**src/verilog/dcc_pkg.sv**
```systemverilog
// Package: register map, field positions, reset values and timing for dual comparator control
package dcc_pkg;

  // Register offsets on the 8-bit register port
  localparam logic [7:0] OFS_PORT0 = 8'h80;
  localparam logic [7:0] OFS_DIGIN_OFF = 8'hF6;
  localparam logic [7:0] OFS_CMP_ONE = 8'hAC;
  localparam logic [7:0] OFS_CMP_TWO = 8'hAD;
  localparam logic [7:0] OFS_IRQ_EN_ZERO = 8'hA8;
  localparam logic [7:0] OFS_IRQ_EN_ONE = 8'hE8;
  localparam logic [7:0] OFS_TIMING_OPT = 8'hC0;

  // Comparator control register fields
  localparam int CB_FLAG = 0;
  localparam int CB_RES = 1;
  localparam int CB_OE = 2;
  localparam int CB_NEG = 3;
  localparam int CB_POS = 4;
  localparam int CB_EN = 5;
  localparam logic [7:0] CTL_CFG_MASK = 8'h3C;

  // Interrupt enable and option fields
  localparam int IRQ_ENABLE_REG_ZERO_GLOBAL = 7;
  localparam int IRQ_ENABLE_REG_ONE_CMP_ONE = 0;
  localparam int IRQ_ENABLE_REG_ONE_CMP_TWO = 1;
  localparam int OPT_STD = 0;

  // Reset values
  localparam logic [7:0] RST_DIGIN_OFF = 8'h00;
  localparam logic [7:0] RST_CTL = 8'h00;
  localparam logic RST_IRQ_EN = 1'b0;
  localparam logic RST_STD = 1'b0;

  // Oscillator periods per machine cycle
  localparam logic [3:0] MCYC_FAST = 4'h6;
  localparam logic [3:0] MCYC_STD = 4'hC;

  // Picks the compare result for the selected input pair
  function automatic logic cmp_pick(input logic [3:0] raw, input logic pos, input logic neg);
    cmp_pick = raw[{pos, neg}];
  endfunction : cmp_pick

endpackage : dcc_pkg

```
**src/verilog/dcc_cmp_if.sv**
```systemverilog
// Interface between the control block and one comparator slice
`timescale 1ns/1ns
interface dcc_cmp_if;
  logic en;
  logic pos_sel;
  logic neg_sel;
  logic result;
  logic change;

  // Control side drives configuration, slice returns result
  modport ctl (output en, output pos_sel, output neg_sel, input result, input change);
  modport cmp (input en, input pos_sel, input neg_sel, output result, output change);
endinterface : dcc_cmp_if

```
**src/verilog/dcc_comparator.sv**
```systemverilog
// One comparator slice: synchroniser, input selection, result and change detect
`timescale 1ns/1ns
module dcc_comparator
  import dcc_pkg::*;
(
  // Clock and reset
  input wire logic clk,
  input wire logic nrst,
  // Raw analog compare outcomes: A-pin, A-ref, B-pin, B-ref
  input wire logic [3:0] raw,
  // Control side
  dcc_cmp_if.cmp port
);

  logic [3:0] s1_r;
  logic [3:0] s2_r;
  logic res_r;
  logic res_nxt;
  logic chg_r;
  logic chg_nxt;

  // Two-stage synchroniser for the asynchronous analog outcomes
  always_ff @(posedge clk or negedge nrst) begin
    if (!nrst) begin
      s1_r <= 4'h0;
      s2_r <= 4'h0;
    end else begin
      s1_r <= raw;
      s2_r <= s1_r;
    end
  end

  // Selected pair, disabled slice reads zero; no idle gating
  always_comb begin
    res_nxt = port.en ? cmp_pick(s2_r, port.pos_sel, port.neg_sel) : 1'b0;
    chg_nxt = res_nxt != res_r;
  end

  // Result and change registers
  always_ff @(posedge clk or negedge nrst) begin
    if (!nrst) begin
      res_r <= 1'b0;
      chg_r <= 1'b0;
    end else begin
      res_r <= res_nxt;
      chg_r <= chg_nxt;
    end
  end

  assign port.result = res_r;
  assign port.change = chg_r;

endmodule : dcc_comparator

```
**src/verilog/dcc_top.sv**
```systemverilog
// Dual comparator control: registers, port 0 input masking, flags, interrupt and cycle timing
// Behaviour
// - Default machine cycle lasts six oscillator periods.
// - Standard timing option stretches machine cycle to twelve periods.
// - Each input-disable bit switches off one port 0 input buffer.
// - Port 0 reads return zero on disabled pins.
// - Result is one when selected positive input exceeds selected negative.
// - Result readable in register and drivable onto a pin.
// - Three control bits give eight configurations per comparator.
// - Any result change in either direction sets the change flag.
// - Interrupt needs flag, comparator interrupt enable and global enable.
// - Enabled comparators keep working in idle and power-down.
// - Enabled change during idle or power-down raises interrupt and wakes.
`timescale 1ns/1ns
module dcc_top
  import dcc_pkg::*;
(
  // Clock and reset
  input wire logic clk,
  input wire logic nrst,
  // Register port
  input wire logic [7:0] reg_addr,
  input wire logic [7:0] reg_wdata,
  input wire logic reg_wr,
  input wire logic reg_rd,
  output logic [7:0] reg_rdata,
  // Processor status and requests
  input wire logic cpu_idle,
  input wire logic cpu_pdown,
  output logic mach_cycle,
  output logic irq_req,
  output logic wake_req,
  // Port 0 pins
  input wire logic [7:0] p0_pin_in,
  output logic [7:0] p0_inbuf_en,
  output logic [7:0] p0_read_data,
  // Analog front end, index 0 is comparator one
  input wire logic [1:0][3:0] cmp_raw,
  output logic [1:0] cmp_enable,
  output logic [1:0] cmp_pos_sel,
  output logic [1:0] cmp_neg_sel,
  // Result pins
  output logic [1:0] cmp_pin_out,
  output logic [1:0] cmp_pin_oe
);

  logic [7:0] off_r;
  logic [7:0] off_nxt;
  logic [1:0][7:0] ctl_r;
  logic [1:0][7:0] ctl_nxt;
  logic ea_r;
  logic ea_nxt;
  logic [1:0] ec_r;
  logic [1:0] ec_nxt;
  logic std_r;
  logic std_nxt;
  logic [7:0] rdata_r;
  logic [7:0] rdata_nxt;
  logic [7:0] p0_s1_r;
  logic [7:0] p0_s2_r;
  logic [7:0] p0_rd_r;
  logic [7:0] p0_rd_nxt;
  logic [3:0] cnt_r;
  logic [3:0] cnt_nxt;
  logic [3:0] cnt_lim;
  logic mcyc_r;
  logic mcyc_nxt;
  logic [1:0] res;
  logic [1:0] chg;
  logic [1:0] flag;

  // Strobe on a given offset
  function automatic logic acc(input logic stb, input logic [7:0] addr, input logic [7:0] ofs);
    acc = stb && (addr == ofs);
  endfunction : acc

  // Offset of a comparator control register
  function automatic logic [7:0] cmp_ofs(input int idx);
    cmp_ofs = (idx == 0) ? OFS_CMP_ONE : OFS_CMP_TWO;
  endfunction : cmp_ofs

  // Comparator slices
  for (genvar i = 0; i < 2; i++) begin : g_cmp
    dcc_cmp_if cif ();
    assign cif.en = ctl_r[i][CB_EN];
    assign cif.pos_sel = ctl_r[i][CB_POS];
    assign cif.neg_sel = ctl_r[i][CB_NEG];
    assign res[i] = cif.result;
    assign chg[i] = cif.change;
    dcc_comparator u_cmp (
      .clk(clk),
      .nrst(nrst),
      .raw(cmp_raw[i]),
      .port(cif.cmp)
    );
  end

  // Port 0 pin synchroniser
  always_ff @(posedge clk or negedge nrst) begin
    if (!nrst) begin
      p0_s1_r <= 8'h00;
      p0_s2_r <= 8'h00;
    end else begin
      p0_s1_r <= p0_pin_in;
      p0_s2_r <= p0_s1_r;
    end
  end

  // Port 0 read value, disabled pins forced low
  always_comb begin
    p0_rd_nxt = p0_s2_r & ~off_r;
  end

  // Register writes, flag set and clear
  always_comb begin
    off_nxt = off_r;
    ea_nxt = ea_r;
    ec_nxt = ec_r;
    std_nxt = std_r;
    ctl_nxt = ctl_r;
    if (acc(reg_wr, reg_addr, OFS_DIGIN_OFF)) begin
      off_nxt = reg_wdata;
    end
    if (acc(reg_wr, reg_addr, OFS_IRQ_EN_ZERO)) begin
      ea_nxt = reg_wdata[IRQ_ENABLE_REG_ZERO_GLOBAL];
    end
    if (acc(reg_wr, reg_addr, OFS_IRQ_EN_ONE)) begin
      ec_nxt = {reg_wdata[IRQ_ENABLE_REG_ONE_CMP_TWO], reg_wdata[IRQ_ENABLE_REG_ONE_CMP_ONE]};
    end
    if (acc(reg_wr, reg_addr, OFS_TIMING_OPT)) begin
      std_nxt = reg_wdata[OPT_STD];
    end
    for (int i = 0; i < 2; i++) begin
      if (acc(reg_wr, reg_addr, cmp_ofs(i))) begin
        // Config bits load; flag can only be cleared
        ctl_nxt[i] = (reg_wdata & CTL_CFG_MASK) | (ctl_r[i] & ~CTL_CFG_MASK);
        ctl_nxt[i][CB_FLAG] = ctl_r[i][CB_FLAG] & reg_wdata[CB_FLAG];
      end
      // Set wins over a clear in the same cycle
      if (chg[i]) begin
        ctl_nxt[i][CB_FLAG] = 1'b1;
      end
    end
  end

  // Read data, one cycle after the read strobe
  always_comb begin
    rdata_nxt = 8'h00;
    if (reg_rd) begin
      case (reg_addr)
        OFS_PORT0: rdata_nxt = p0_s2_r & ~off_r;
        OFS_DIGIN_OFF: rdata_nxt = off_r;
        OFS_CMP_ONE: begin
          rdata_nxt = ctl_r[0];
          rdata_nxt[CB_RES] = res[0];
        end
        OFS_CMP_TWO: begin
          rdata_nxt = ctl_r[1];
          rdata_nxt[CB_RES] = res[1];
        end
        OFS_IRQ_EN_ZERO: rdata_nxt[IRQ_ENABLE_REG_ZERO_GLOBAL] = ea_r;
        OFS_IRQ_EN_ONE: begin
          rdata_nxt[IRQ_ENABLE_REG_ONE_CMP_ONE] = ec_r[0];
          rdata_nxt[IRQ_ENABLE_REG_ONE_CMP_TWO] = ec_r[1];
        end
        OFS_TIMING_OPT: rdata_nxt[OPT_STD] = std_r;
        default: rdata_nxt = 8'h00;
      endcase
    end
  end

  // Machine cycle divider, 6 or 12 oscillator periods
  always_comb begin
    cnt_lim = std_r ? (MCYC_STD - 4'h1) : (MCYC_FAST - 4'h1);
    mcyc_nxt = cnt_r >= cnt_lim;
    cnt_nxt = mcyc_nxt ? 4'h0 : 4'(cnt_r + 4'h1);
  end

  // State registers
  always_ff @(posedge clk or negedge nrst) begin
    if (!nrst) begin
      off_r <= RST_DIGIN_OFF;
      ctl_r <= {RST_CTL, RST_CTL};
      ea_r <= RST_IRQ_EN;
      ec_r <= {RST_IRQ_EN, RST_IRQ_EN};
      std_r <= RST_STD;
      rdata_r <= 8'h00;
      p0_rd_r <= 8'h00;
      cnt_r <= 4'h0;
      mcyc_r <= 1'b0;
    end else begin
      off_r <= off_nxt;
      ctl_r <= ctl_nxt;
      ea_r <= ea_nxt;
      ec_r <= ec_nxt;
      std_r <= std_nxt;
      rdata_r <= rdata_nxt;
      p0_rd_r <= p0_rd_nxt;
      cnt_r <= cnt_nxt;
      mcyc_r <= mcyc_nxt;
    end
  end

  // Flags and interrupt request
  assign flag = {ctl_r[1][CB_FLAG], ctl_r[0][CB_FLAG]};
  assign irq_req = ea_r && |(flag & ec_r);
  assign wake_req = irq_req && (cpu_idle || cpu_pdown);

  // Outputs
  assign reg_rdata = rdata_r;
  assign mach_cycle = mcyc_r;
  assign p0_inbuf_en = ~off_r;
  assign p0_read_data = p0_rd_r;
  assign cmp_enable = {ctl_r[1][CB_EN], ctl_r[0][CB_EN]};
  assign cmp_pos_sel = {ctl_r[1][CB_POS], ctl_r[0][CB_POS]};
  assign cmp_neg_sel = {ctl_r[1][CB_NEG], ctl_r[0][CB_NEG]};
  assign cmp_pin_out = res;
  assign cmp_pin_oe = cmp_enable & {ctl_r[1][CB_OE], ctl_r[0][CB_OE]};
endmodule : dcc_top

```
**config.mk**
```make
export PLATFORM = sky130hd
export DESIGN_NAME = dcc_top
export DESIGN_NICKNAME = d
export VERILOG_FILES = /design/src/verilog/dcc_pkg.sv /design/src/verilog/dcc_cmp_if.sv /design/src/verilog/dcc_comparator.sv /design/src/verilog/dcc_top.sv
export SDC_FILE = /design/constraint.sdc
export NUM_CORES = 1
export LEC_CHECK = 0
export ABC_AREA = 1
export ABC_CLOCK_PERIOD_IN_PS = 1400
export BUFFER_PORTS_ARGS = -buffer_cell sky130_fd_sc_hd__clkbuf_2
export CORE_ASPECT_RATIO = 2
export CORE_MARGIN = 10
export CORE_UTILIZATION = 53
export DETAILED_ROUTE_END_ITERATION = 8
export PLACE_DENSITY_LB_ADDON = 0.3
export SKIP_CTS_REPAIR_TIMING = 1
export SYNTH_ARGS = -nofsm -noshare
export SYNTH_HDL_FRONTEND = slang
export SYNTH_SLANG_ARGS = --single-unit
```
**constraint.sdc**
```tcl
create_clock -name clk -period 1.4 [get_ports clk]
set_input_delay 0.28 -clock clk [delete_from_list [all_inputs] [get_ports clk]]
set_output_delay 0.28 -clock clk [all_outputs]
set_load 0.01 [all_outputs]
```
==> results by group <==
Setup path
  – R2R Path End: cnt_r[0]$_DFF_PN0_
  – Crit path kind: reg2out
  – Reg-to-Reg Start: std_r$_DFFE_PN0P_
  – Slowest-stage cell, CP: dfrtp_1
  – Worst path depth: 4
  – Worst setup SP type: flop
  – CP Capture Type: output pin
  – Register-to-register setup slack: 0.11 ns
  – Buf+Inv Stages, Crit Path: 1
  – Worst-case reg-to-reg path depth: 5
  – Crit-path cells: nand2_2 > a21oi_2 > o21a_1 > buf_2
  – WP data required: 1.12 ns
  – CP peak stage delay: 0.39 ns
  – CP top delay family: flip-flops
  – Crit path arrival time: 1.24 ns
  – Max FO, Critical Path: 3

Cells and area
  – Final cell count without fillers: 459
  – Final Net Count: 435
  – Fill count: 483
  – Most frequent cells in the layout: dfrtp_1 (79), clkbuf_2 (71), nand2_1 (56), inv_1 (39), nor2_1 (33)
  – Register Area: 0.00198 mm^2
  – Finished layout cell area: 0.00389 mm^2
  – Most common cell after layout, fill and taps aside: dfrtp_1
  – # diodes: 0
  – Share of post-route cells with drive strength above 1: 30.9%
  – Area of the multi-input gates: 980 um^2
  – Layout area overhead: 22.5%

Global route
  – Vias in the first global route: 2534
  – GRT overflow: 0
  – Total GRT Usage: 16.5%
  – Initial antenna violation count: 0
  – First-pass GRT wire length: 11900 um
  – Largest net degree at the start of global routing: 67

Route
  – Via count: 2356
  – DRC: 0
  – DR pass1 iterations: 4
  – Initial drt markers: 191
  – Final wirelength: 7110 um
  – Via-per-instance ratio: 5.13
  – Wire per inst: 15.5 um
  – Final ANT Viol Nets: 0

STA
  – Final hold slack: 0.0469 ns
  – Setup ws final: -0.116 ns
  – Final setup fails: 2
  – Least-Margin Pin Slew: 0.492 ns
  – Final Skew: 0.00304 ns
  – Period minus WS final: 1.52 ns
  – Fin Setup TNS: -0.139 ns
  – Max Transition Viols Final: 0
  – Fin crit share: 108%
  – Final hold violations: 0
  – Relative max-transition margin: 67.2%
  – RSZ-0062 raised after global routing: yes
  – Max Fclk: 660 MHz

Floorplanning
  – Cell Rows: 39
  – Die Y: 130 um
  – Starting Density: 55.2%
  – Core Region: 0.00576 mm^2
  – Die ar.: 0.00968 mm^2
  – IO Pins: 75
  – Die X: 74.8 um

Yosys
  – Yosys cell types: 23
  – Yosys reg bits: 79
  – Syn Inst Count: 312
  – Synth Warn #: 0
  – Share of the yosys chip area belonging to registers: 62.2%
  – Syn nets: 354
  – Syn avg cell area: 10.2 um^2
  – Post-Syn Area: 0.00318 mm^2

Hold path
  – Worst Hold Endpoint: g_cmp[0].u_cmp.s1_r[1]$_DFF_PN0_
  – WHS Path Cells: 1
  – Hold path startpoint: cmp_raw[1]
  – Worst Hold Class: in2reg

Power and ir drop
  – Sw frac: 24.9%
  – Power Dens Cells: 1380 mW/mm^2
  – NetSw: 1340 uW
  – Power Internal: 4020 uW
  – Overall power: 5360 uW
  – Reg power frac: 48.6%
  – Leak: 0.00214 uW
  – Gate power share: 11.5%
  – Maximum VDD drop: 0.00110 V
  – Clock Power Share: 39.9%

Status
  – Status: finished with violations
  – Failing checks: negative setup slack

Clock network
  – Clk root buf: clkbuf_16
  – Num CTS Buffers: 9
  – TritonCTS clock tree: built
  – Clk_lat worst skew: 0.34 ns
  – CTS clk-pin slew, worst paths: 0.06 ns
  – Clock Sinks: 79
  – Clk buf depth: 2
  – Htree depth: 3

Run
  – Max_cap viols: 0

Placement
  – Post-DP HPWL: 5420 um
  – I/O Buffers: 74
  – Placed insts: 441
  – Placer Congestion: 0.901
  – DP Area: 0.00359 mm^2
[worst reg2reg max path, stage by stage, from the launching register on]
cell,delay (ns)
dfrtp_1,0.40
inv_1,0.08
ha_1,0.31
nand2_1,0.07
o21ai_2,0.24
nor2_1,0.07
[power groups by stage]
stage	Sequential (uW)	Combinational (uW)	Clock, uW
2_1_floorplan	2620	353	0
6_report	2600	616	2140
4_1_cts	2600	606	2180
5_1_grt	2630	707	2270
3_5_place_dp	2640	597	0
3_3_place_gp	2630	575	0
[flip-flops by register name, indices dropped and copies added (netlist names), 4 cells and up]
name	cells
g_cmp.u_cmp.s1_r	8
p0_read_data	8
cnt_r	4
off_r	8
p0_s2_r	8
g_cmp.u_cmp.s2_r	8
p0_s1_r	8
ctl_r	4
reg_rdata	8
[final cells by class]
class	instances	share of cell area, %
clock buffer	13	6.68
clock inverter	3	0.450
inverter	42	4.05
multi-input combinational	182	25.2
sequential	79	50.8
tap	61	1.96
timing repair buffer	79	10.9
[logic make-up (layout without fill, tap and decap cells)]
| kind of cell | after synthesis | count (layout) | synth area share [%] |
|---|---|---|---|
| simple gates | 135 | 135 | 21.1 |
| buf+inv | 51 | 137 | 7.32 |
| fa+ha+maj | 4 | 4 | 1.57 |
| compound gates | 39 | 39 | 6.77 |
| xor+xnor | 4 | 4 | 1.10 |
| flops | 79 | 79 | 62.2 |
[per-layer routing]
layer,routed length (um),track usage (%),vias up
met5,0,0,-
met2,3810,28.0,85
li1,-,-,1128
met3,582,5.43,24
met1,2430,16.4,1119
met4,289,10.8,0
[Yosys cell counts (all sizes together)]
library cell	count	area share (%)
dfrtp	79	62
nand2	68	9.4
nor2	45	8.2
inv	42	5.0
o21ai	28	4.6
nand3	22	3.5
buf	9	2.4
a21oi	6	0.94
ha	4	1.6
a21o	2	0.47
o21a	2	0.47
xnor2	2	0.55
xor2	2	0.55
o211ai	1	0.24
[how the worst max path moves through the flow]
| stage | end | slack, ns | from |
|---|---|---|---|
| 3_3_place_gp | cnt_r[2]$_DFF_PN0_ | 0.11 | std_r$_DFFE_PN0P_ |
| 2_1_floorplan | cnt_r[0]$_DFF_PN0_ | 0.23 | std_r$_DFFE_PN0P_ |
| 6_report | wake_req | -0.12 | ec_r[0]$_DFFE_PN0P_ |
| 5_1_grt | wake_req | -0.16 | ec_r[0]$_DFFE_PN0P_ |
| 3_5_place_dp | cnt_r[0]$_DFF_PN0_ | 0.04 | std_r$_DFFE_PN0P_ |
| 4_1_cts | wake_req | -0.14 | ctl_r[8]$_DFFE_PN0P_ |
[metrics by stage]
stage | util (%) | setup WS, ns
after floorplan | - | 0.231
after global placement | 62.3 | 0.110
after detailed placement | 62.3 | 0.0400
after CTS | 67.1 | -0.138
after global routing | 67.6 | -0.160
final | 67.6 | -0.116
No activity file was read; power rests on OpenSTA's default activity.
